===== config.mk =====
export PLATFORM = sky130hd
export DESIGN_NAME = acrmc_top
export DESIGN_NICKNAME = d
export VERILOG_FILES = /design/src/hdl/acrmc_pkg.sv /design/src/hdl/acrmc_top.sv /design/src/hdl/acrmc_pin_sync.sv
export VERILOG_INCLUDE_DIRS = /design/src /design/src/hdl
export SDC_FILE = /design/constraint.sdc
export NUM_CORES = 1
export LEC_CHECK = 0
export BUFFER_PORTS_ARGS = -buffer_cell sky130_fd_sc_hd__buf_2
export CORE_AREA = 3 3 111 135
export CTS_CLUSTER_DIAMETER = 120
export CTS_CLUSTER_SIZE = 12
export DETAILED_ROUTE_END_ITERATION = 16
export DIE_AREA = 0 0 114 138
export SLEW_MARGIN = 20
export SYNTH_ARGS = -nofsm -noshare
export SYNTH_HDL_FRONTEND = slang
export SYNTH_SLANG_ARGS = --single-unit

===== constraint.sdc =====
create_clock -name clock -period 4.05 [get_ports clock]
set_input_delay 0.405 -clock clock [delete_from_list [all_inputs] [get_ports clock]]
set_output_delay 0.405 -clock clock [all_outputs]
set_load 0.01 [all_outputs]

===== src/hdl/acrmc_defines.svh =====
// Overview of operation
// [RULE1] Modes 00-10 internal clock; pin role by mode
// [RULE2] Mode 01: host times sampling via start pin
// [RULE3] Mode 11: serial clock is conversion clock
// [RULE4] Internal ref sleeps after scan; 218-cycle wake
// [RULE5] Mode 11 wake delay counts external clocks
// [RULE6] Temperature needs reference; 244-cycle settle delay
// [RULE7] Mode 11 settle delay counts external clocks
// [RULE8] Mode 11 temperature result after 188 more
// [RULE9] Override keeps reference on; 188-cycle delay
// [RULE10] Mode 01: external single-ended, shared pin reference
// [RULE11] Mode 10 default: internal ref, sleeps after scan
// [RULE12] Mode 11: external differential, internal unused
// [RULE13] Target 10 writes next byte to unipolar
// [RULE14] Target 11 writes next byte to bipolar
// [RULE15] Setup byte is 01 in bits 7:6
// [RULE16] Upper clock-mode bit resets to one
// [RULE17] Host holds select low sixteen clocks
// [RULE18] Targets 00/01 write no pair register
// [RULE19] First conversion waits for all delay counters
`ifndef ACRMC_DEFINES_SVH
`define ACRMC_DEFINES_SVH
`define ACRMC_SETUP_ID        2'h1
`define ACRMC_ID_HI           7
`define ACRMC_ID_LO           6
`define ACRMC_CLK_HI          5
`define ACRMC_CLK_LO          4
`define ACRMC_REF_HI          3
`define ACRMC_REF_LO          2
`define ACRMC_PAIR_HI         1
`define ACRMC_PAIR_LO         0
`define ACRMC_CLK_RESET       2'h2
`define ACRMC_REF_RESET       2'h2
`define ACRMC_PAIR_RESET      8'h00
`define ACRMC_WAKE_CYCLES     218
`define ACRMC_SETTLE_CYCLES   244
`define ACRMC_TEMP_CYCLES     188
`define ACRMC_INT_DIV         28
`endif


===== src/hdl/acrmc_pkg.sv =====
package acrmc_pkg;
    typedef enum logic [1:0] {
        ACRMC_CLK_INT_START,
        ACRMC_CLK_INT_EXT_ACQ,
        ACRMC_CLK_INT_AIN,
        ACRMC_CLK_EXTERNAL
    } acrmc_clk_mode_t;
    typedef enum logic [1:0] {
        ACRMC_REF_INTERNAL,
        ACRMC_REF_EXT_SINGLE,
        ACRMC_REF_INT_ADC,
        ACRMC_REF_EXT_DIFF
    } acrmc_ref_mode_t;
endpackage : acrmc_pkg


===== src/hdl/acrmc_top.sv =====
`timescale 1ns/1ps
`include "acrmc_defines.svh"

module acrmc_top #(
    parameter int INT_DIV = `ACRMC_INT_DIV
) (
    input  wire logic       clock,
    input  wire logic       reset,
    // Serial link pins, sampled by the block clock
    input  wire logic       serial_clock,
    input  wire logic       chip_select_n,
    input  wire logic       serial_data_in,
    input  wire logic       conversion_start_pin_n,
    // Scan requests from the sequencer
    input  wire logic       scan_request,
    input  wire logic       scan_temperature,
    input  wire logic       scan_done,
    input  wire logic       reference_override,
    // Decoded setup state
    output logic [1:0]      clock_mode_select,
    output logic [1:0]      reference_mode_select,
    output logic [1:0]      pair_mode_target_select,
    output logic            use_internal_conv_clock,
    output logic            host_timed_acquisition,
    output logic            serial_timed_acquisition,
    output logic            shared_pin_is_start,
    output logic            shared_pin_is_reference,
    output logic            adc_uses_internal_reference,
    output logic            adc_differential_reference,
    output logic            internal_reference_on,
    output logic [7:0]      unipolar_pairs,
    output logic [7:0]      bipolar_pairs,
    output logic            start_request,
    output logic            conversion_go,
    output logic            temperature_ready
);
    // =========================================================
    // Pin sampling
    // =========================================================
    logic [3:0] pin_level;
    logic [3:0] pin_rise;

    // Select enters inverted so an idle bus matches the sampler's reset level
    acrmc_pin_sync #(.WIDTH(4)) u_sync (
        .clock (clock),
        .reset (reset),
        .pin   ({serial_clock, !chip_select_n, serial_data_in, !conversion_start_pin_n}),
        .level (pin_level),
        .rise  (pin_rise)
    );

    logic sclk_rise;
    logic cs_active;
    logic sdi_level;
    logic start_rise;
    assign sclk_rise  = pin_rise[3];
    assign cs_active  = pin_level[2];
    assign sdi_level  = pin_level[1];
    assign start_rise = pin_rise[0];

    // =========================================================
    // Serial byte assembly
    // =========================================================
    logic [7:0] shift_q;
    logic [2:0] bit_cnt_q;
    logic       byte_done;
    logic [7:0] byte_val;

    assign byte_val  = {shift_q[6:0], sdi_level};
    assign byte_done = cs_active && sclk_rise && (bit_cnt_q == 3'h7);

    always_ff @(posedge clock or posedge reset) begin
        if (reset) begin
            shift_q   <= 8'h00;
            bit_cnt_q <= 3'h0;
        end else if (!cs_active) begin
            bit_cnt_q <= 3'h0;
        end else if (sclk_rise) begin
            shift_q   <= byte_val;
            bit_cnt_q <= bit_cnt_q + 3'h1;
        end
    end

    // =========================================================
    // Setup decode and pair register steering
    // =========================================================
    logic pending_q;
    logic pair_bip_q;
    logic is_setup;

    assign is_setup = (byte_val[`ACRMC_ID_HI:`ACRMC_ID_LO] == `ACRMC_SETUP_ID); // [RULE15]

    always_ff @(posedge clock or posedge reset) begin
        if (reset) begin
            clock_mode_select       <= `ACRMC_CLK_RESET; // [RULE16]
            reference_mode_select   <= `ACRMC_REF_RESET; // [RULE11]
            pair_mode_target_select <= 2'h0;
            pending_q               <= 1'b0;
            pair_bip_q              <= 1'b0;
            unipolar_pairs          <= `ACRMC_PAIR_RESET;
            bipolar_pairs           <= `ACRMC_PAIR_RESET;
        end else if (!cs_active) begin
            // Select raised before the data byte abandons the write
            pending_q <= 1'b0;
        end else if (byte_done) begin
            if (pending_q) begin
                pending_q <= 1'b0;
                if (pair_bip_q) begin
                    bipolar_pairs <= byte_val; // [RULE14]
                end else begin
                    unipolar_pairs <= byte_val; // [RULE13]
                end
            end else if (is_setup) begin
                clock_mode_select       <= byte_val[`ACRMC_CLK_HI:`ACRMC_CLK_LO];
                reference_mode_select   <= byte_val[`ACRMC_REF_HI:`ACRMC_REF_LO];
                pair_mode_target_select <= byte_val[`ACRMC_PAIR_HI:`ACRMC_PAIR_LO];
                pending_q               <= byte_val[`ACRMC_PAIR_HI]; // [RULE18] [RULE17]
                pair_bip_q              <= byte_val[`ACRMC_PAIR_LO];
            end
        end
    end

    // =========================================================
    // Mode outputs
    // =========================================================
    acrmc_pkg::acrmc_clk_mode_t ck;
    acrmc_pkg::acrmc_ref_mode_t rf;
    assign ck = acrmc_pkg::acrmc_clk_mode_t'(clock_mode_select);
    assign rf = acrmc_pkg::acrmc_ref_mode_t'(reference_mode_select);

    logic ext_clk;
    assign ext_clk = (ck == acrmc_pkg::ACRMC_CLK_EXTERNAL); // [RULE3]

    assign use_internal_conv_clock     = !ext_clk; // [RULE1]
    assign shared_pin_is_start         = !clock_mode_select[1]; // [RULE1]
    assign host_timed_acquisition      = (ck == acrmc_pkg::ACRMC_CLK_INT_EXT_ACQ); // [RULE2]
    assign serial_timed_acquisition    = ext_clk; // [RULE3]
    assign shared_pin_is_reference     = rf[0]; // [RULE10] [RULE12]
    assign adc_uses_internal_reference = !rf[0]; // [RULE10] [RULE11] [RULE12]
    assign adc_differential_reference  = (rf == acrmc_pkg::ACRMC_REF_EXT_DIFF); // [RULE12]

    // Start pin only counts while it owns the shared pin
    assign start_request = shared_pin_is_start ? start_rise : scan_request;

    // =========================================================
    // Delay clock: internal divider or host serial clock
    // =========================================================
    localparam int DIV_W = $clog2(INT_DIV);
    logic [DIV_W-1:0]           div_q;
    logic                       int_tick;
    logic                       delay_tick;

    assign int_tick   = (div_q == $clog2(INT_DIV)'(INT_DIV - 1));
    assign delay_tick = ext_clk ? (sclk_rise && cs_active) : int_tick; // [RULE5] [RULE7]

    always_ff @(posedge clock or posedge reset) begin
        if (reset) begin
            div_q <= '0;
        end else begin
            div_q <= int_tick ? '0 : div_q + DIV_W'(1);
        end
    end

    // =========================================================
    // Reference power and delay counters
    // =========================================================
    logic [8:0] wait_q;
    logic [8:0] temp_q;
    logic       busy_q;
    logic       need_ref;
    logic       temp_phase_q;

    // Temperature always needs the reference
    assign need_ref = scan_temperature || adc_uses_internal_reference; // [RULE6]

    always_ff @(posedge clock or posedge reset) begin
        if (reset) begin
            internal_reference_on <= 1'b0;
            wait_q                <= 9'h000;
            temp_q                <= 9'h000;
            busy_q                <= 1'b0;
            temp_phase_q          <= 1'b0;
            conversion_go         <= 1'b0;
            temperature_ready     <= 1'b0;
        end else begin
            conversion_go     <= 1'b0;
            temperature_ready <= 1'b0;
            if (start_request && !busy_q) begin
                busy_q       <= 1'b1;
                temp_phase_q <= scan_temperature;
                temp_q       <= scan_temperature ? 9'(`ACRMC_TEMP_CYCLES) : 9'h000;
                if (reference_override) begin
                    internal_reference_on <= 1'b1; // [RULE9]
                    wait_q <= scan_temperature ? 9'(`ACRMC_TEMP_CYCLES) : 9'h000; // [RULE9]
                    temp_q <= 9'h000;
                end else if (need_ref && !internal_reference_on) begin
                    internal_reference_on <= 1'b1;
                    // Counter reloads on every wake
                    wait_q <= scan_temperature ? 9'(`ACRMC_SETTLE_CYCLES)
                                               : 9'(`ACRMC_WAKE_CYCLES); // [RULE4] [RULE6] [RULE19]
                end else begin
                    wait_q <= 9'h000;
                end
                // Temperature tail only applies with the external clock
                if (!ext_clk) begin
                    temp_q <= 9'h000;
                end
            end else if (busy_q) begin
                if (wait_q != 9'h000) begin
                    if (delay_tick) begin
                        wait_q <= wait_q - 9'h001;
                    end
                end else if (temp_q != 9'h000) begin
                    if (delay_tick) begin
                        temp_q <= temp_q - 9'h001; // [RULE8]
                    end
                end else begin
                    busy_q            <= 1'b0;
                    conversion_go     <= 1'b1; // [RULE19]
                    temperature_ready <= temp_phase_q;
                end
            end
            // A scan taken in the same cycle keeps the reference up
            if (scan_done && !reference_override && !busy_q && !start_request) begin
                internal_reference_on <= 1'b0; // [RULE4] [RULE11]
            end
        end
    end
endmodule : acrmc_top


===== src/hdl/acrmc_pin_sync.sv =====
`timescale 1ns/1ps
// Three-stage sampler; a change counts when stages two and three agree
module acrmc_pin_sync #(
    parameter int WIDTH = 1
) (
    input  wire logic             clock,
    input  wire logic             reset,
    input  wire logic [WIDTH-1:0] pin,
    output logic      [WIDTH-1:0] level,
    output logic      [WIDTH-1:0] rise
);
    logic [WIDTH-1:0] s1_q;
    logic [WIDTH-1:0] s2_q;
    logic [WIDTH-1:0] s3_q;

    always_ff @(posedge clock or posedge reset) begin
        if (reset) begin
            s1_q  <= '0;
            s2_q  <= '0;
            s3_q  <= '0;
            level <= '0;
        end else begin
            s1_q <= pin;
            s2_q <= s1_q;
            s3_q <= s2_q;
            for (int i = 0; i < WIDTH; i++) begin
                if (s2_q[i] == s3_q[i]) begin
                    level[i] <= s3_q[i];
                end
            end
        end
    end

    genvar g;
    generate
        for (g = 0; g < WIDTH; g++) begin : g_edge
            assign rise[g] = (s2_q[g] == s3_q[g]) && s3_q[g] && !level[g];
        end
    endgenerate
endmodule : acrmc_pin_sync


==> impl_metrics.yaml <==
status:
  outcome: "finished, final reports clean"
clocking:
  clock_sink_count: 77
  clkSlewWorstSetupHoldPaths_ns: 0.07
  holdBufCountCts: 0
  postCtsSetupRepairBufs: 0
  clkLatencyLatePin_ns: 0.33
  clk_path_buf_depth: 2
  clockRootBuffer: "clkbuf_16"
  cts.repair.resized: 0
  cts_tree: "done"
  cts_max_level: 3
  cts_buffers: 9
sta:
  finalSetupViolations: 0
  min_period_over_period_pct: 63.35
  rsz0062_at_grt: "no"
  worst_pin_slew_ns: 0.7329
  finalHoldViolCount: 0
  period_minus_slack_ns: 2.566
  drv_slew: 0
  slew_headroom_pct: 50.76
  fin_ws_ns: 1.484
  fin_skew_ns: 0.008570
  setup_tns_ns: 0
  max_freq_mhz: 389.7
placement:
  dp_slack_ns: 1.257
  gp_congestion: 0.7955
  io_buffers: 42
  hpwlAfterDp_mm: 5.210
yosys:
  async_flop_share_pct: 100.0
  syn_area_um2: 3422
  ys_ff_latch: 77
  yosys-top-cells-area: "dfrtp_1 (55%), mux2_2 (9.2%), ha_1 (2.6%)"
  ys_warn_count: 0
  syn_avg_cell_area_um2: 11.76
  synth_edf_count: 0
  ys_seq_area_share_pct: 56.38
  yosysTopAreaCell: "dfrtp_1"
  synth_ff_type: "dfrtp_1"
  synthDominantCellAreaShare_pct: 54.84
  syn_nets: 308
  synth_cell_type_count: 57
  syn_inst: 291
global_routing:
  grt.overflow.total: 0
  grt_usage_pct: 9.629
  first_global_vias: 2386
  antenna_found_initial: 0
  grt_pass1_wl_mm: 12.43
  grt_max_degree: 51
floorplanning:
  core.rowCount: 47
  initial_core_util_pct: 24.87
  num_io_pins: 43
  core_area_um2: 13760
  die_w_um: 114
  die_h_um: 138
  dieArea_um2: 15730
route:
  drc_errors: 0
  drt_iter0_drc: 119
  vias: 2506
  wl_per_cell_um: 14.75
  drt-total-wl_mm: 7.538
  first_pass_iters: 4
  ant_nets: 0
  vias_per_cell: 4.904
power:
  powerDensity_nw_per_um2: 508.2
  power_leakage_nw: 1.913
  ir_drop_mv: 0.2193
  power.total_mw: 2.096
layout:
  drive_above_1_share_pct: 28.82
  post-route-util_pct: 29.97
  fin_nets: 352
  syn_to_final_growth_pct: 20.51
  n_antenna_cell: 0
  nFillCells: 1438
worst_setup_path:
  crit_type: "flip-flop to flip-flop"
  critPathRequiredTime_ns: 4.31
  cp_max_fo: 10
  endpoint_kind: "flip-flop"
  cp-start-kind: "flip-flop"
  arrival_ns: 2.82
worst_hold_path:
  holdCritPathClass: "primary input to async pin"
run:
  max_cap_violations: 0
layout by cell type, fill, tap and decap left out, types with 4 or more instances in the layout:
| master | count |
|---|---|
| nor3_1 | 11 |
| nor2b_1 | 6 |
| a31oi_1 | 4 |
| buf_2 | 42 |
| nand4_1 | 5 |
| mux2_2 | 28 |
| a21oi_1 | 6 |
| or3_1 | 4 |
| nand2_1 | 20 |
| ha_1 | 7 |
| or4_1 | 5 |
| nand3_1 | 4 |
| o31ai_1 | 6 |
| mux2i_1 | 4 |
| clkbuf_16 | 9 |
| o21ai_0 | 9 |
| a211oi_1 | 4 |
| dfrtp_1 | 75 |
| and2_1 | 5 |
| nor2_1 | 13 |
| inv_1 | 13 |
power by group:
part	internal (mW)	switching [mW]
combinational	0.129	0.146
sequential	0.868	0.106
clock	0.495	0.351
total	1.49	0.604
Yosys cell counts, types with 2 or more instances:
| master | n |
|---|---|
| ha_1 | 7 |
| inv_1 | 14 |
| a211oi_1 | 4 |
| dfrtp_1 | 75 |
| and4b_1 | 3 |
| and2_1 | 5 |
| nor2_1 | 13 |
| xor2_1 | 2 |
| o31ai_1 | 6 |
| maj3_1 | 2 |
| mux2_2 | 28 |
| mux2i_1 | 4 |
| nand3_1 | 4 |
| nor4_1 | 3 |
| o211a_1 | 2 |
| o221ai_1 | 2 |
| clkbuf_1 | 6 |
| a311oi_1 | 3 |
| nand2_1 | 20 |
| nand2b_1 | 3 |
| nand3b_1 | 2 |
| or4_1 | 5 |
| a21oi_1 | 6 |
| nor2b_1 | 6 |
| or3_1 | 4 |
| nand4_1 | 5 |
| a31oi_1 | 4 |
| o21ai_0 | 9 |
| nor3_1 | 12 |
| or2_2 | 2 |
| dfstp_2 | 2 |
| buf_4 | 3 |
stage by stage:
| step | cell area, µm² | cells | hold WS [ns] |
|---|---|---|---|
| 3_5_place_dp | 3800 | 495 | 0.3347 |
| 6_report | 4124 | 511 | 0.1473 |
| 4_1_cts | 4115 | 511 | 0.1652 |
| 3_3_place_gp | 3800 | 495 | 0.3344 |
| 2_1_floorplan | 3422 | 291 | 0.3312 |
| 5_1_grt | 4124 | 511 | 0.1669 |
routing by layer:
metal  global-route usage (%)  vias up  part of all wire (%)
li1                         -     1160                     -
met1                    12.76     1264                    44
met2                    15.79       75                    50
met3                    1.748        7                   4.7
met4                    3.252        0                  0.88
met5                        0        -                     0
logic make-up (layout without fill, tap and decap cells):
family          Yosys count  count (layout)  synth area share (%)
mux                      32              32                 10.38
buf+inv                  25              74                 3.327
compound gates           50              50                 10.42
xor+xnor                  2               2                0.5120
simple gates             96              96                 15.83
flops                    77              77                 56.38
fa+ha+maj                 9               9                 3.144
registers in the layout, indices dropped and copies added, names as in the netlist:
| name | cells |
|---|---|
| div_q | 5 |
| conversion_go | 1 |
| u_sync.s1_q | 4 |
| wait_q | 9 |
| temperature_ready | 1 |
| clock_mode_select | 2 |
| internal_reference_on | 1 |
| u_sync.s2_q | 4 |
| u_sync.s3_q | 4 |
| pair_mode_target_select | 2 |
| u_sync.level | 4 |
| shift_q | 7 |
| unipolar_pairs | 8 |
| bipolar_pairs | 8 |
| bit_cnt_q | 3 |
| busy_q | 1 |
| temp_phase_q | 1 |
| reference_mode_select | 2 |
| pending_q | 1 |
| temp_q | 9 |
critical path: stages (launching register included):
cell	delay, ns
dfrtp_1	0.40
inv_1	0.09
ha_1	0.24
or4b_1	0.57
or3_1	0.56
or4_1	0.54
o21ai_0	0.09
area by class of cell:
type,instances,area [µm²],share of cell area (%)
Inverter,14,52.55,1.274
Clock buffer,9,225.2,5.461
Timing Repair Buffer,44,225.2,5.461
Tap cell,171,214.0,5.188
Sequential cell,77,1929,46.78
Multi-Input combinational cell,189,1388,33.65
Clock inverter,7,90.09,2.184
worst paths after layout:
path	from	end	slack [ns]	cells after the start
worst max-delay path	wait_q[0]	temp_q[5]	1.48	6
worst min register to register	u_sync.s1_q[0]	u_sync.s2_q[0]	0.35	0
max in group asynchronous	reset	shift_q[4]	2.82	3
worst min-delay path	reset	u_sync.s1_q[0]	0.15	2
worst max register to register	wait_q[0]	temp_q[5]	1.48	6
min in group clock	serial_data_in	u_sync.s1_q[1]	0.17	1
(Power assumes the default switching activity.)
